**src/sleep_sub_pkg.sv**
```systemverilog
// Package for the sleep / literal-subtract execution block.
// Assumes a 14-bit instruction word and an 8-bit accumulator datapath.
package sleep_sub_pkg;
	localparam int unsigned INSTR_W = 14;
	localparam int unsigned DATA_W  = 8;
	// Fixed low-power entry pattern
	localparam logic [13:0] SLEEP_PATTERN = 14'h0063;
	// Upper bits of literal-subtract, bit 8 ignored
	localparam logic [4:0]  LIT_SUB_HI    = 5'h1E;
	localparam logic [7:0]  WDOG_CLEAR    = 8'h00;
	localparam logic [7:0]  ACC_RESET     = 8'h00;
	localparam logic [1:0]  PHASE_RESET   = 2'h0;
	// Both power flags read high out of reset
	localparam logic [1:0]  PWR_RESET     = 2'h3;

	// Q phase of the instruction cycle
	typedef enum logic [1:0] {Q1, Q2, Q3, Q4} qphase_t;

	// Flags written back by the block
	typedef struct packed {
		logic carry;
		logic digit_carry;
		logic zero;
	} alu_flags_t;

	// Power status flags
	typedef struct packed {
		logic timeout_flag;
		logic powerdown_flag;
	} power_flags_t;
endpackage : sleep_sub_pkg

```
**src/phase_gen.sv**
```systemverilog
// Q1..Q4 phase sequencer for the instruction cycle.
// Assumes ref_clk is the phase clock; phases advance while run is high.
`timescale 1ns/1ps
`default_nettype none
module phase_gen (
	input  wire logic                 ref_clk,
	input  wire logic                 rst_n,
	input  wire logic                 run,
	output sleep_sub_pkg::qphase_t    phase
);
	sleep_sub_pkg::qphase_t phase_r;
	sleep_sub_pkg::qphase_t phase_nxt;

	// Step through the four phases, hold at Q1 while halted
	always_comb begin
		phase_nxt = phase_r;
		if (!run) begin
			phase_nxt = sleep_sub_pkg::Q1;
		end else begin
			phase_nxt = sleep_sub_pkg::qphase_t'(phase_r + 2'h1);
		end
	end

	always_ff @(posedge ref_clk or negedge rst_n) begin
		if (!rst_n) begin
			phase_r <= sleep_sub_pkg::Q1;
		end else begin
			phase_r <= phase_nxt;
		end
	end

	assign phase = phase_r;
endmodule : phase_gen
`default_nettype wire

```
**src/sleep_sub_exec.sv**
```systemverilog
// Execution of the low-power entry and literal-minus-accumulator instructions.
// Assumes instr is stable from Q1 to Q4 and comes from same-clock fetch logic.
// Assumes acc_in is the datapath accumulator on the same clock, updated on the edge after acc_we.
// Assumes wake comes from same-clock wake logic, so it is read without a synchroniser.
// One ref_clk cycle is one Q phase; four cycles make one instruction cycle.
// Only the two instructions above are decoded; every other word passes as an idle cycle.
// The sleep entry holds until wake; no instruction is taken while asleep.
// Outputs:
//   acc_out, flags_out     result and carry, digit carry, zero of the last subtract
//   acc_we                 one-cycle pulse while acc_out and flags_out are new
//   power_flags            timeout and powerdown status, both high out of reset
//   watchdog_counter_clr   one-cycle clear pulse to the watchdog counter
//   prescaler_clr          one-cycle clear pulse to the watchdog prescaler
//   osc_stop, core_halted  high from sleep entry until wake
//   q_phase                registered phase, one cycle behind the sequencer
//
// Contract
// - Low-power entry clears the watchdog counter to zero and clears its prescaler.
// - Low-power entry sets the timeout flag to one.
// - Low-power entry clears the powerdown flag to zero.
// - After low-power entry the core stops executing and stays asleep; the code leaves sleep when wake is high.
// - While asleep the main oscillator is held stopped.
// - Carry is one for zero or positive result, zero for negative; zero flag marks a zero result.
// - Literal subtract is one word, one cycle: decode Q1, read Q2, process Q3, write Q4.
`timescale 1ns/1ps
`default_nettype none
module sleep_sub_exec (
	// Clock and reset
	input  wire logic                        ref_clk,
	input  wire logic                        rst_n,
	// From fetch and wake logic
	input  wire logic [13:0]                 instr,
	input  wire logic                        wake,
	// Accumulator exchange with the datapath
	input  wire logic [7:0]                  acc_in,
	output logic [7:0]                       acc_out,
	output logic                             acc_we,
	output sleep_sub_pkg::alu_flags_t        flags_out,
	// Status, watchdog and clock control
	output sleep_sub_pkg::power_flags_t      power_flags,
	output logic                             watchdog_counter_clr,
	output logic                             prescaler_clr,
	output logic                             osc_stop,
	output logic                             core_halted,
	output logic [1:0]                       q_phase
);
	sleep_sub_pkg::qphase_t phase;
	// Sleep state
	logic                   asleep_r;
	logic                   asleep_nxt;
	// Decoded instruction
	logic                   is_sleep_r;
	logic                   is_sleep_nxt;
	logic                   is_sub_r;
	logic                   is_sub_nxt;
	// Operand and difference pipeline
	logic [7:0]             lit_r;
	logic [7:0]             lit_nxt;
	logic [8:0]             diff_r;
	logic [8:0]             diff_nxt;
	logic                   dc_r;
	logic                   dc_nxt;
	// Accumulator copy and registered outputs
	logic [7:0]             acc_r;
	logic [7:0]             acc_nxt;
	logic                   we_r;
	logic                   we_nxt;
	sleep_sub_pkg::alu_flags_t   flg_r;
	sleep_sub_pkg::alu_flags_t   flg_nxt;
	sleep_sub_pkg::power_flags_t pwr_r;
	sleep_sub_pkg::power_flags_t pwr_nxt;
	logic                   wdc_r;
	logic                   wdc_nxt;
	logic [1:0]             qo_r;
	logic [1:0]             qo_nxt;
	// Ripple chain for literal plus inverted accumulator plus one
	wire logic [8:0]        sum_carry;
	wire logic [7:0]        sum_bit;

	// The decode patterns and the adder chain are sized for these widths; refuse others early
	if (sleep_sub_pkg::INSTR_W != 14) begin : g_instr_w_check
		$error("sleep_sub_exec needs a 14-bit instruction word");
	end
	if (sleep_sub_pkg::DATA_W != 8) begin : g_data_w_check
		$error("sleep_sub_exec needs an 8-bit datapath");
	end

	// Phase sequencer; it parks at Q1 while the core sleeps
	phase_gen u_phase (
		.ref_clk (ref_clk),
		.rst_n   (rst_n),
		.run     (~asleep_r),
		.phase   (phase)
	);

	// Subtraction as a per-bit ripple chain: the carry into bit 4 is the nibble no-borrow
	// flag, so digit carry needs no second adder; the cost is an eight-stage carry path,
	// which one whole phase cycle easily covers
	assign sum_carry[0] = 1'b1;
	for (genvar b = 0; b < 8; b++) begin : g_sub_bit
		assign sum_bit[b]       = lit_r[b] ^ ~acc_r[b] ^ sum_carry[b];
		assign sum_carry[b + 1] = (lit_r[b] & ~acc_r[b]) | (sum_carry[b] & (lit_r[b] ^ ~acc_r[b]));
	end

	// Decode in Q1, latch literal in Q2, compute in Q3, write in Q4
	always_comb begin
		// Defaults: pulses drop, the phase copy follows phase, every other held value keeps its state
		is_sleep_nxt = is_sleep_r;
		is_sub_nxt   = is_sub_r;
		lit_nxt      = lit_r;
		diff_nxt     = diff_r;
		dc_nxt       = dc_r;
		acc_nxt      = acc_r;
		we_nxt       = 1'b0;
		flg_nxt      = flg_r;
		pwr_nxt      = pwr_r;
		wdc_nxt      = 1'b0;
		asleep_nxt   = asleep_r;
		qo_nxt       = 2'(phase);
		if (asleep_r) begin
			// Only a wake event ends the halt; no instruction runs meanwhile
			if (wake) begin
				asleep_nxt = 1'b0;
			end
		end else begin
			case (phase)
				sleep_sub_pkg::Q1: begin
					// Both matches come from one stable word; at most one can be true
					is_sleep_nxt = (instr == sleep_sub_pkg::SLEEP_PATTERN);
					is_sub_nxt   = (instr[13:9] == sleep_sub_pkg::LIT_SUB_HI);
				end
				sleep_sub_pkg::Q2: begin
					// The sleep pattern has nothing to read here
					if (is_sub_r) begin
						lit_nxt = instr[7:0];
					end
				end
				sleep_sub_pkg::Q3: begin
					if (is_sub_r) begin
						// Two's complement difference; the top bit is the no-borrow carry
						diff_nxt = {sum_carry[8], sum_bit};
						// No borrow out of the low nibble
						dc_nxt   = sum_carry[4];
					end
				end
				default: begin
					// Q4: write the difference back, or enter sleep
					if (is_sub_r) begin
						acc_nxt               = diff_r[7:0];
						we_nxt                = 1'b1;
						flg_nxt.carry         = diff_r[8];
						flg_nxt.digit_carry   = dc_r;
						flg_nxt.zero          = (diff_r[7:0] == 8'h00);
					end
					if (is_sleep_r) begin
						// Clears, flags and halt move on one edge, so no one sees a half-entered sleep
						wdc_nxt                  = 1'b1;
						pwr_nxt.timeout_flag     = 1'b1;
						pwr_nxt.powerdown_flag   = 1'b0;
						asleep_nxt               = 1'b1;
					end
				end
			endcase
		end
		// Copy the accumulator in at Q1 while awake, except right after our own write: the datapath
		// register takes that result on this same edge, so acc_in still holds the old value
		// and a back-to-back subtract would otherwise use a stale operand
		if (!we_r && !asleep_r && phase == sleep_sub_pkg::Q1) begin
			acc_nxt = acc_in;
		end
	end

	// State registers; reset leaves the core awake with both power flags high
	always_ff @(posedge ref_clk or negedge rst_n) begin
		if (!rst_n) begin
			is_sleep_r <= 1'b0;
			is_sub_r   <= 1'b0;
			lit_r      <= sleep_sub_pkg::ACC_RESET;
			diff_r     <= 9'h000;
			dc_r       <= 1'b0;
			acc_r      <= sleep_sub_pkg::ACC_RESET;
			we_r       <= 1'b0;
			flg_r      <= '0;
			pwr_r      <= sleep_sub_pkg::PWR_RESET;
			wdc_r      <= 1'b0;
			asleep_r   <= 1'b0;
			qo_r       <= sleep_sub_pkg::PHASE_RESET;
		end else begin
			is_sleep_r <= is_sleep_nxt;
			is_sub_r   <= is_sub_nxt;
			lit_r      <= lit_nxt;
			diff_r     <= diff_nxt;
			dc_r       <= dc_nxt;
			acc_r      <= acc_nxt;
			we_r       <= we_nxt;
			flg_r      <= flg_nxt;
			pwr_r      <= pwr_nxt;
			wdc_r      <= wdc_nxt;
			asleep_r   <= asleep_nxt;
			qo_r       <= qo_nxt;
		end
	end

	// All outputs straight from flops
	// Result, flags and strobe leave together, so the datapath never sees a torn update
	assign acc_out              = acc_r;
	assign acc_we               = we_r;
	assign flags_out            = flg_r;
	assign power_flags          = pwr_r;
	// Both clears share one pulse: the prescaler never outlives the counter it feeds
	assign watchdog_counter_clr = wdc_r;
	assign prescaler_clr        = wdc_r;
	// Halt and oscillator stop are one level, so the clock never runs without the core
	assign osc_stop             = asleep_r;
	assign core_halted          = asleep_r;
	// Phase copy lags the sequencer by one cycle, registered like every other output
	assign q_phase              = qo_r;
endmodule : sleep_sub_exec
`default_nettype wire

```
**config.mk**
```make
export PLATFORM = sky130hd
export DESIGN_NAME = sleep_sub_exec
export DESIGN_NICKNAME = d
export VERILOG_FILES = /design/src/sleep_sub_pkg.sv /design/src/phase_gen.sv /design/src/sleep_sub_exec.sv
export SDC_FILE = /design/constraint.sdc
export NUM_CORES = 1
export LEC_CHECK = 0
export ABC_AREA = 1
export BUFFER_PORTS_ARGS = -buffer_cell sky130_fd_sc_hd__clkbuf_2
export CORE_AREA = 2 2 66 68
export CTS_CLUSTER_DIAMETER = 50
export DETAILED_ROUTE_END_ITERATION = 7
export DIE_AREA = 0 0 68 70
export PLACE_DENSITY = 0.81
export SLEW_MARGIN = 20
export SYNTH_ARGS = -nofsm -noshare
export SYNTH_HDL_FRONTEND = slang
export SYNTH_SLANG_ARGS = --single-unit
export TNS_END_PERCENT = 10
```
**constraint.sdc**
```tcl
create_clock -name ref_clk -period 2.9 [get_ports ref_clk]
set_input_delay 0.145 -clock ref_clk [delete_from_list [all_inputs] [get_ports ref_clk]]
set_output_delay 0.145 -clock ref_clk [all_outputs]
set_load 0.1 [all_outputs]
```
**Word level (Yosys, flattened, before mapping)**

Cells that the tools add are included.
W data, S select, Z words.

- Bits in registers: 39
- Logic and storage cells: 98
- Output and inout port bits: 20
- Input bits: 25

- Muxes and demuxes: 13
- Bitwise operators: 49
- Reductions and logical operators: 14
- $add $sub $neg: 1
- Eq/ne operators: 6

Operators with widths:

| kind | number |
|---|---|
| $mux W8 | 4 |
| $and A1 B1 Y1 | 15 |
| $reduce_and A3 Y1 | 5 |
| $xor A1 B1 Y1 | 15 |
| $eq A14 B7 Y1 const B | 1 |
| $not A1 Y1 | 11 |
| $logic_not A8 Y1 | 1 |
| $mux W1 | 8 |
| $or A1 B1 Y1 | 8 |
| $eq A5 B5 Y1 const B | 1 |
| $ne A2 B1 Y1 const B | 2 |
| $reduce_or A3 Y1 | 1 |
| $add A2 B1 Y2 const B | 1 |
| $eq A2 B1 Y1 const B | 1 |
| $eq A2 B2 Y1 const B | 1 |
| $logic_and A1 B1 Y1 | 2 |
| $logic_not A1 Y1 | 2 |
| $logic_not A2 Y1 | 1 |
| $mux W2 | 1 |
| $reduce_and A2 Y1 | 1 |
| $reduce_bool A2 Y1 | 1 |

**Longest topological paths before layout**

Gate-level depths: netlist of the first run.

- Word-level depth: 17
- Depth in mapped cells: 16
- Gate-level depth less buffers: 16

**By module**

From an unflattened synthesis of the first run, not the netlist that was laid out.

- Cells, all modules: 213
- Area, all modules: 1898.1 um^2

Modules (own cells, without submodules):

| module | instances | area an instance (um^2) | sequential area each (um^2) | cells an instance |
|---|---|---|---|---|
| sleep_sub_exec | 1 | 1825.5 | 927.1 | 205 |
| phase_gen | 1 | 72.6 | 50.0 | 8 |

**Worst setup path after synthesis of the first run**

OpenSTA, ideal clock, no wires.

- Path type: reg2reg
- Start point: reg acc_r[0], in the netlist acc_out[0]
- End point: reg diff_r[7]
- Setup slack: -0.813 ns
- Library setup time: 0.083 ns
- Stages on the path, launching flop included: 16
- Required time: 2.817 ns
- Path buffers: 0
- Clock period less this slack: 3.713 ns
- Data arrival time: 3.630 ns
- Path through: dfrtp_1 -> ha_1 -> inv_1 -> fa_1 -> inv_1 -> fa_1 -> inv_1 -> fa_1 -> fa_1 -> inv_1 -> fa_1 -> fa_1 -> inv_1 -> fa_1 -> inv_1 -> o21ai_0

- Longest elaborated chain between the ends: 16
- Elaborated cells between the ends (all ways): 17
- Those cells by class: 17 x bitwise

Ends and longest elaborated chain:

| what | line | source |
|---|---|---|
| start: declaration | sleep_sub_exec.sv:64 | `logic [7:0] acc_r;` |
| start signal: assignment | sleep_sub_exec.sv:181 | `acc_r <= sleep_sub_pkg::ACC_RESET;` |
| start signal: assignment | sleep_sub_exec.sv:194 | `acc_r <= acc_nxt;` |
| $not A1 Y1 (*) | sleep_sub_exec.sv:102 | `assign sum_carry[b + 1] = (lit_r[b] & ~acc_r[b]) \| (sum_carry[b] & (lit_r[b] ^ ~acc_r[b]));` |
| $and A1 B1 Y1 or $xor A1 B1 Y1 (tied branches) | sleep_sub_exec.sv:102 |  |
| $or A1 B1 Y1 (*) | sleep_sub_exec.sv:102 |  |
| $and A1 B1 Y1 (*) | sleep_sub_exec.sv:102 |  |
| $or A1 B1 Y1 (*) | sleep_sub_exec.sv:102 |  |
| $and A1 B1 Y1 (*) | sleep_sub_exec.sv:102 |  |
| $or A1 B1 Y1 (*) | sleep_sub_exec.sv:102 |  |
| $and A1 B1 Y1 (*) | sleep_sub_exec.sv:102 |  |
| (+1 left out) | n/a |  |
| via sum_carry[4] | sleep_sub_exec.sv:77 | `wire logic [8:0] sum_carry;` |
| $and A1 B1 Y1 (*) | sleep_sub_exec.sv:102 |  |
| $or A1 B1 Y1 (*) | sleep_sub_exec.sv:102 |  |
| $and A1 B1 Y1 (*) | sleep_sub_exec.sv:102 |  |
| $or A1 B1 Y1 (*) | sleep_sub_exec.sv:102 |  |
| $and A1 B1 Y1 (*) | sleep_sub_exec.sv:102 |  |
| $or A1 B1 Y1 (*) | sleep_sub_exec.sv:102 |  |
| $xor A1 B1 Y1 (*) | sleep_sub_exec.sv:101 | `assign sum_bit[b] = lit_r[b] ^ ~acc_r[b] ^ sum_carry[b];` |
| via sum_bit[7] | sleep_sub_exec.sv:78 | `wire logic [7:0] sum_bit;` |
| end signal: assignment | sleep_sub_exec.sv:192 | `diff_r <= diff_nxt;` |
| end: declaration | sleep_sub_exec.sv:59 | `logic [8:0] diff_r;` |

Mark *: on every way through the listed nets, which the timed path passes. The rest lies on a longest branch.
A chain may end at the register's enable or synchronous reset.

**Final worst setup path of the first run**

- Start point: reg lit_r[0]
- End point: reg diff_r[7]

- Longest elaborated chain between the ends: 15
- Elaborated cells between the ends (all ways): 16
- Those cells by class: 16 x bitwise

Ends and longest elaborated chain:

| what | line | source |
|---|---|---|
| start: declaration | sleep_sub_exec.sv:57 | `logic [7:0] lit_r;` |
| start signal: assignment | sleep_sub_exec.sv:178 | `lit_r <= sleep_sub_pkg::ACC_RESET;` |
| start signal: assignment | sleep_sub_exec.sv:191 | `lit_r <= lit_nxt;` |
| $and A1 B1 Y1 or $xor A1 B1 Y1 (tied branches) | sleep_sub_exec.sv:102 |  |
| $or A1 B1 Y1 (*) | sleep_sub_exec.sv:102 |  |
| $and A1 B1 Y1 (*) | sleep_sub_exec.sv:102 |  |
| $or A1 B1 Y1 (*) | sleep_sub_exec.sv:102 |  |
| $and A1 B1 Y1 (*) | sleep_sub_exec.sv:102 |  |
| $or A1 B1 Y1 (*) | sleep_sub_exec.sv:102 |  |
| $and A1 B1 Y1 (*) | sleep_sub_exec.sv:102 |  |
| $or A1 B1 Y1 (*) | sleep_sub_exec.sv:102 |  |
| via sum_carry[4] | sleep_sub_exec.sv:77 |  |
| $and A1 B1 Y1 (*) | sleep_sub_exec.sv:102 |  |
| $or A1 B1 Y1 (*) | sleep_sub_exec.sv:102 |  |
| $and A1 B1 Y1 (*) | sleep_sub_exec.sv:102 |  |
| $or A1 B1 Y1 (*) | sleep_sub_exec.sv:102 |  |
| $and A1 B1 Y1 (*) | sleep_sub_exec.sv:102 |  |
| $or A1 B1 Y1 (*) | sleep_sub_exec.sv:102 |  |
| $xor A1 B1 Y1 (*) | sleep_sub_exec.sv:101 |  |
| via sum_bit[7] | sleep_sub_exec.sv:78 |  |

Marked as above.

==> results.md, run 1 <==
* Peak supply drop at 0.404 mV
* Synth Area in Adders at 10.7%
* Status: complete, but fails checks
* GP Congestion at 0.804
* Die Ht at 70 um
* Mean post-synth cell area at 8.82 sq um
* Failing checks: hold timing, setup timing
* FMAX at 314 MHz
* Setup crit start kind: register
* CP startpoint: lit_r[0]
* Setup tns final at -0.453 ns
* Clk pin slew, worst setup/hold paths at 0.07 ns
* Area delta synth->final at 20.6%
* Routed wire length at 3790 um
* Crit path DAT at 3.38 ns
* Synth top area cells: dfrtp_1 50%, nand2_1 9.5%, fa_1 7.4%, inv_1 7.1%, nand3_1 6.6%
* Avg WL per Cell at 12.0 um
* Io pins at 45
* # diodes at 0
* Skew-Pair Late Insertion Delay at 0.29 ns
* Antenna-violating nets left at 0
* Worst stage delay on the critical path at 0.47 ns
* TritonCTS Sinks at 39
* Worst clock skew at 0.00747 ns
* Util after Layout at 55.2%
* Hold_ws at -0.0110 ns
* Hold Fails Final Rpt at 13
* Fin worst setup slack at -0.281 ns
* Maxcap violations at 0
* H-Tree Depth at 2
* Pre-CTS setup slack at -0.351 ns
* HP Class: in -> async
* Gate Count Post-Synth at 215
* Core area at 4140 sq um
* Crit path max fanout at 2
* Cells along the critical path: inv_2, ha_4, inv_2, fa_2, inv_2, fa_2, inv_2, fa_2, fa_2, inv_2, fa_2, fa_2, inv_2, fa_1, inv_1, o21ai_1
* Hpwl dp at 2750 um
* CTS tree: done
* Syn_nets at 252
* Initial antenna violation count at 0
* Synth Area in Compound Gates at 5.28%
* Total number of yosys warnings at 0
* Worst Tran Pin Value at 0.953 ns
* Max Root-Sink Buffers at 2
* R2r startpoint: lit_r[0]
* FP Rows at 24
* Yosys reg bits at 39
* Final setup violating endpoints at 2
* R2r setup slk at -0.28 ns
* Number of global-route vias before repair at 1,445
* Finished Layout Cells at 315
* Slew Limit Fails at 0
* Post-Synth XOR/XNOR Area at 0%
* Post-synthesis sequential area ratio at 51.5%
* Fillers at 374
* Die area at 4760 sq um
* Starting Density at 45.8%
* Netlist cell types at 20
* Mux cell area share after synthesis at 0%
* Dpl cells at 306
* Share of layout cells above drive strength 1 at 28.9%
* Static Leak at 1.25 nW
* RSZ-0062 raised after global routing: true
* Via Count at 1,517
* Hold_buf cts at 0
* Vias per cell at 4.82
* Multi-input logic area at 759 sq um
* Die Wd at 68 um
* Port bufs at 43
* Rel. slew slack at 36.5%
* Tmin final at 3.18 ns
* Post-Syn Area at 1900 sq um
* Kind of end point of the critical path: register
* DRC marker count from the first detailed-route iteration at 76
* R2R depth at 16
* Required time worst endpoint at 3.10 ns
* CP Buf/Inv Count at 7
* Crit path max-delay family: adder cells
* Final period utilization at 110%
* Total CTS buffers at 5
* Total global routing overflow at 0
* Kind of critical path: reg -> reg
* Pre-antenna DRT Iters at 4
* Nets@finish at 300
* DRC at 0
* GRT Total Usage at 18.4%
* Pin count of the biggest net entering global routing at 40
* Post-Synth Simple-Gate Area at 22.4%
* Synth area leader: dfrtp_1
* Synth top area share at 50.1%
* PD cells at 1190 nW/um^2
* Worst path slowest cell: fa_1
* Root Driver: clkbuf_8
* Main combinational cell family by area after synthesis: simple AND/OR/NAND/NOR gates
* First-pass GRT wire length at 6400 um
* FF-to-FF End: diff_r[7]
* Register area at 985 sq um
==> final cells by class <==
class | count | area share (%)
Timing Repair Buffer | 48 | 11.0
Multi-Input combinational cell | 132 | 33.2
Clock buffer | 6 | 3.61
Inverter | 37 | 6.07
Clock inverter | 1 | 0.219
Sequential cell | 39 | 43.0
Tap cell | 52 | 2.84
==> how the worst max path moves through the flow <==
stage | depth (start not counted) | end | slack [ns]
after detailed placement | 15 | diff_r[7] | -0.35
final | 16 | diff_r[7] | -0.28
after CTS | 15 | diff_r[7] | -0.26
after global routing | 16 | diff_r[7] | -0.39
after global placement | 15 | diff_r[7] | -0.25
after floorplan | 15 | diff_r[7] | -0.38
==> synthesized netlist by cell type (all sizes together) <==
cell type and number:
nand2 49, dfrtp 38, inv 37, nand3 27
nor2 21, o21ai 17, fa 7, buf 6
ha 5, a21oi 3, nand4 2, clkbuf 1
conb 1, dfstp 1
==> metal layers <==
layer  share of wire (%)  wire [um]  global-route usage [%]
met2                  48       1800                    28.0
met4                 3.0        114                    9.33
met1                  44       1660                    23.9
met5                   0          0                       0
met3                 5.5        209                    4.83
==> layout by cell type, fill, tap and decap left out, drive strengths merged <==
cell    Yosys  layout
nand4       2       2
nand3      27      27
dfrtp      38      38
clkbuf      1      49
clkinv      0       1
nor2       21      21
a21oi       3       3
dfstp       1       1
fa          7       7
o21ai      17      17
ha          5       5
buf         6       5
nand2      49      49
conb        1       1
inv        37      37
==> kinds of logic (layout without fill, tap and decap cells) <==
family	after synthesis	after routing
DFF	39	39
other	1	1
buffers and inverters	44	92
adders and majority gates	12	12
AOI/OAI and AO/OA	20	20
and+or+nand+nor	99	99
==> per-stage QoR <==
stage / area, sq um / hold slack (ns) / power, W
3_3_place_gp: 2170 / 0.319 / 0.00225
2_1_floorplan: 1920 / -0.151 / 0.00200
3_5_place_dp: 2170 / 0.332 / 0.00229
6_report: 2290 / -0.0110 / 0.00272
4_1_cts: 2290 / 0.0181 / 0.00272
5_1_grt: 2290 / 0.0248 / 0.00294
==> sequential cells by signal, summed over array words and instances (netlist names) <==
register       count
acc_out            8
acc_we             1
core_halted        1
dc_r               1
diff_r             9
flags_out          3
is_sleep_r         1
is_sub_r           1
lit_r              8
power_flags        1
prescaler_clr      1
q_phase            2
u_phase.phase      2
==> what timing repair did <==
| action | 4_1_cts | 5_1_grt |
|---|---|---|
| setup buffers | 2 | 0 |
| endpoints found under the setup margin | 3 | 3 |
| gates resized for setup | 12 | 0 |
| pin swaps | 2 | 3 |
==> where the power goes <==
group          internal, W  leakage [nW]  switching [W]
registers         0.000761         0.482       0.000171
logic             0.000383         0.725        0.00103
clock network     0.000187        0.0470       0.000183
No activity file was read; power rests on OpenSTA's default activity.
==> run 2: changes to the inputs <==
--- a/config.mk
+++ b/config.mk
@@ -5,13 +5,13 @@
 export SDC_FILE = /design/constraint.sdc
 export NUM_CORES = 1
 export LEC_CHECK = 0
-export ABC_AREA = 1
+export ABC_AREA = 0
 export BUFFER_PORTS_ARGS = -buffer_cell sky130_fd_sc_hd__clkbuf_2
 export CORE_AREA = 2 2 66 68
 export CTS_CLUSTER_DIAMETER = 50
 export DETAILED_ROUTE_END_ITERATION = 7
 export DIE_AREA = 0 0 68 70
-export PLACE_DENSITY = 0.81
+export PLACE_DENSITY_LB_ADDON = 0.15
 export SLEW_MARGIN = 20
 export SYNTH_ARGS = -nofsm -noshare
 export SYNTH_HDL_FRONTEND = slang
==> run 2 against run 1 <==
Against the previous run:
- the flow still finishes with violations (hold timing, setup timing)
- via count down 18%
- synthesized area decreased by 1.8%
- sequential share of layout area rose by 1.3 points
- setup slack worse by 0.060 ns
- non-clock buffer count is 3 lower
- register-to-register slack got worse by 0.06 ns
- synthesized cell count decreased by 28%
- routed wire length fell by 2.4%
- fmax shrank 1.9%
- final cell count decreased by 20%
==> results.md, run 2 <==
* Fin worst setup slack at -0.341 ns
* Hold_buf cts at 0
* FP Rows at 24
* First-pass GRT wire length at 6190 um
* Gate Count Post-Synth at 155
* Avg WL per Cell at 14.6 um
* RSZ-0062 raised after global routing: true
* Hold_ws at -0.0280 ns
* Post-synthesis sequential area ratio at 52.5%
* Synth top area share at 51.0%
* Yosys reg bits at 39
* # diodes at 0
* Met3 usage at 4.83%
* Initial antenna violation count at 0
* Io pins at 45
* Pre-antenna DRT Iters at 3
* Die Wd at 68 um
* CTS tree: done
* Max Root-Sink Buffers at 2
* Crit path DAT at 3.42 ns
* DRC marker count from the first detailed-route iteration at 57
* HP Class: in -> async
* Status: complete, but fails checks
* Count leader, synth: dfrtp_1
* Via Count at 1,248
* Vias per cell at 4.93
* Post-CTS Setup Repair Bufs at 0
* Skew-Pair Late Insertion Delay at 0.29 ns
* Antenna-violating nets left at 0
* Synth area leader: dfrtp_1
* Busiest grt layer: met2
* Maxcap violations at 0
* Share of layout cells above drive strength 1 at 43.3%
* Async SR Flop Fraction at 100%
* Clk pin slew, worst setup/hold paths at 0.08 ns
* Fillers at 384
* Total CTS buffers at 5
* Post-Syn Area at 1860 sq um
* GR Util met1 at 24.2%
* Root Driver: clkbuf_8
* Final period utilization at 112%
* Worst clock skew at 0.00979 ns
* Multi-input logic area at 792 sq um
* R2R depth at 14
* H-Tree Depth at 2
* Hpwl dp at 2760 um
* Pin count of the biggest net entering global routing at 40
* Register area at 985 sq um
* GP Congestion at 0.755
* Top FF cell, synth: dfrtp_1
* Most common cell after layout, fill and taps aside: clkbuf_2
* Port bufs at 43
* Worst Tran Pin Value at 0.873 ns
* Kind of critical path: reg -> reg
* Failing checks: hold timing, setup timing
* Area delta synth->final at 19.2%
* Synth top area cells: dfrtp_1 51%, fa_1 7.5%, mux2_2 7.3%, nand2_1 4.4%, a2bb2oi_1 3.8%
* Setup crit start kind: register
* DRC at 0
* Routed wire length at 3700 um
* Starting Density at 45.0%
* Met2 usage at 26.4%
* Largest register by flop count: diff_r
* Nets@finish at 237
* TritonCTS Sinks at 39
* Required time worst endpoint at 3.07 ns
* Syn_nets at 192
* FMAX at 309 MHz
* Total number of yosys warnings at 0
* Die area at 4760 sq um
* Pre-CTS setup slack at -0.407 ns
* Die Ht at 70 um
* Number of global-route vias before repair at 1,338
* Rel. slew slack at 41.8%
* Total global routing overflow at 0
* Core area at 4140 sq um
* Final setup violating endpoints at 2
* Most frequent cells in the layout: 42 x clkbuf_2, 36 x dfrtp_1, 22 x nand2_1
* Tmin final at 3.24 ns
* EDFF count, synth at 0
* Setup tns final at -0.535 ns
* Kind of end point of the critical path: register
* GRT Total Usage at 17.8%
* Slew Limit Fails at 0
* Crit path max fanout at 2
* Hold Fails Final Rpt at 38
* Max FFs per register at 9
* Commonest cells post-synth: 38 x dfrtp_1, 22 x nand2_1, 17 x inv_1
* Netlist cell types at 30
* Mean post-synth cell area at 12.0 sq um
-- run 2: changes by cell type in the layout (fill, tap and decap cells not counted), moves of 8 or more --
cell	previous run	this run
nand2_1	48	22
nand3_1	25	2
inv_1	30	11
nor2_1	20	2
mux2_2	0	12
o21ai_0	16	5
a2bb2oi_1	0	8
-- run 2: cell type report --
cell class,count,share of cell area (%)
Clock buffer,7,3.44
Clock inverter,1,0.225
Inverter,18,3.04
Multi-Input combinational cell,91,35.7
Sequential cell,39,44.3
Tap cell,52,2.93
Timing Repair Buffer,45,10.4
-- run 2: path summary, 6_finish.rpt --
kind                       slack [ns]            to              from
min reg2reg                      0.44    q_phase[1]  u_phase.phase[1]
max reg2reg                     -0.34     diff_r[7]        acc_out[0]
max in group asynchronous        2.29    acc_out[0]             rst_n
min in group ref_clk             0.04   core_halted              wake
max                             -0.34     diff_r[7]        acc_out[0]
min                             -0.03  flags_out[0]             rst_n
-- run 2: worst max-delay path, cell delays in order, from the launching register on --
cell,delay (ns)
dfrtp_4,0.49
ha_4,0.16
inv_2,0.04
fa_2,0.18
inv_2,0.04
fa_2,0.33
inv_2,0.07
fa_2,0.21
fa_2,0.19
inv_2,0.04
fa_2,0.33
fa_2,0.34
inv_2,0.06
fa_1,0.40
mux2_4,0.27
-- run 2: timing repair --
| action | in CTS | in global routing |
|---|---|---|
| endpoints found under the setup margin | 3 | 3 |
| gates resized for setup | 7 | 0 |
| pin swaps | 1 | 1 |
-- run 2: cells by family after synthesis --
| group | Yosys count | share of synthesized area [%] |
|---|---|---|
| compound gates | 23 | 8.06 |
| mux | 14 | 8.87 |
| simple gates | 41 | 13.0 |
| other cells | 1 | 0.201 |
| buf+inv | 25 | 6.51 |
| fa+ha+maj | 12 | 10.9 |
| flops | 39 | 52.5 |
-- run 2: stage by stage --
step,cells,instance area (sq um),hold WS [ns],util [%]
CTS,253,2220,0.0245,53.6
finish,253,2220,-0.0280,53.6
detailed placement,245,2130,0.337,51.5
floorplan,155,1890,-0.151,-
global route,253,2220,0.0293,53.6
global placement,245,2130,0.325,51.5
-- run 2: per-layer routing --
layer | part of all wire [%] | wire, um
met1 | 47 | 1730
met2 | 48 | 1770
met3 | 4.5 | 168
met4 | 0.89 | 33
met5 | 0 | 0
Power of run 2 is not shown: default switching activity piles up to over one toggle a cycle in this logic, so the estimate is an artifact.
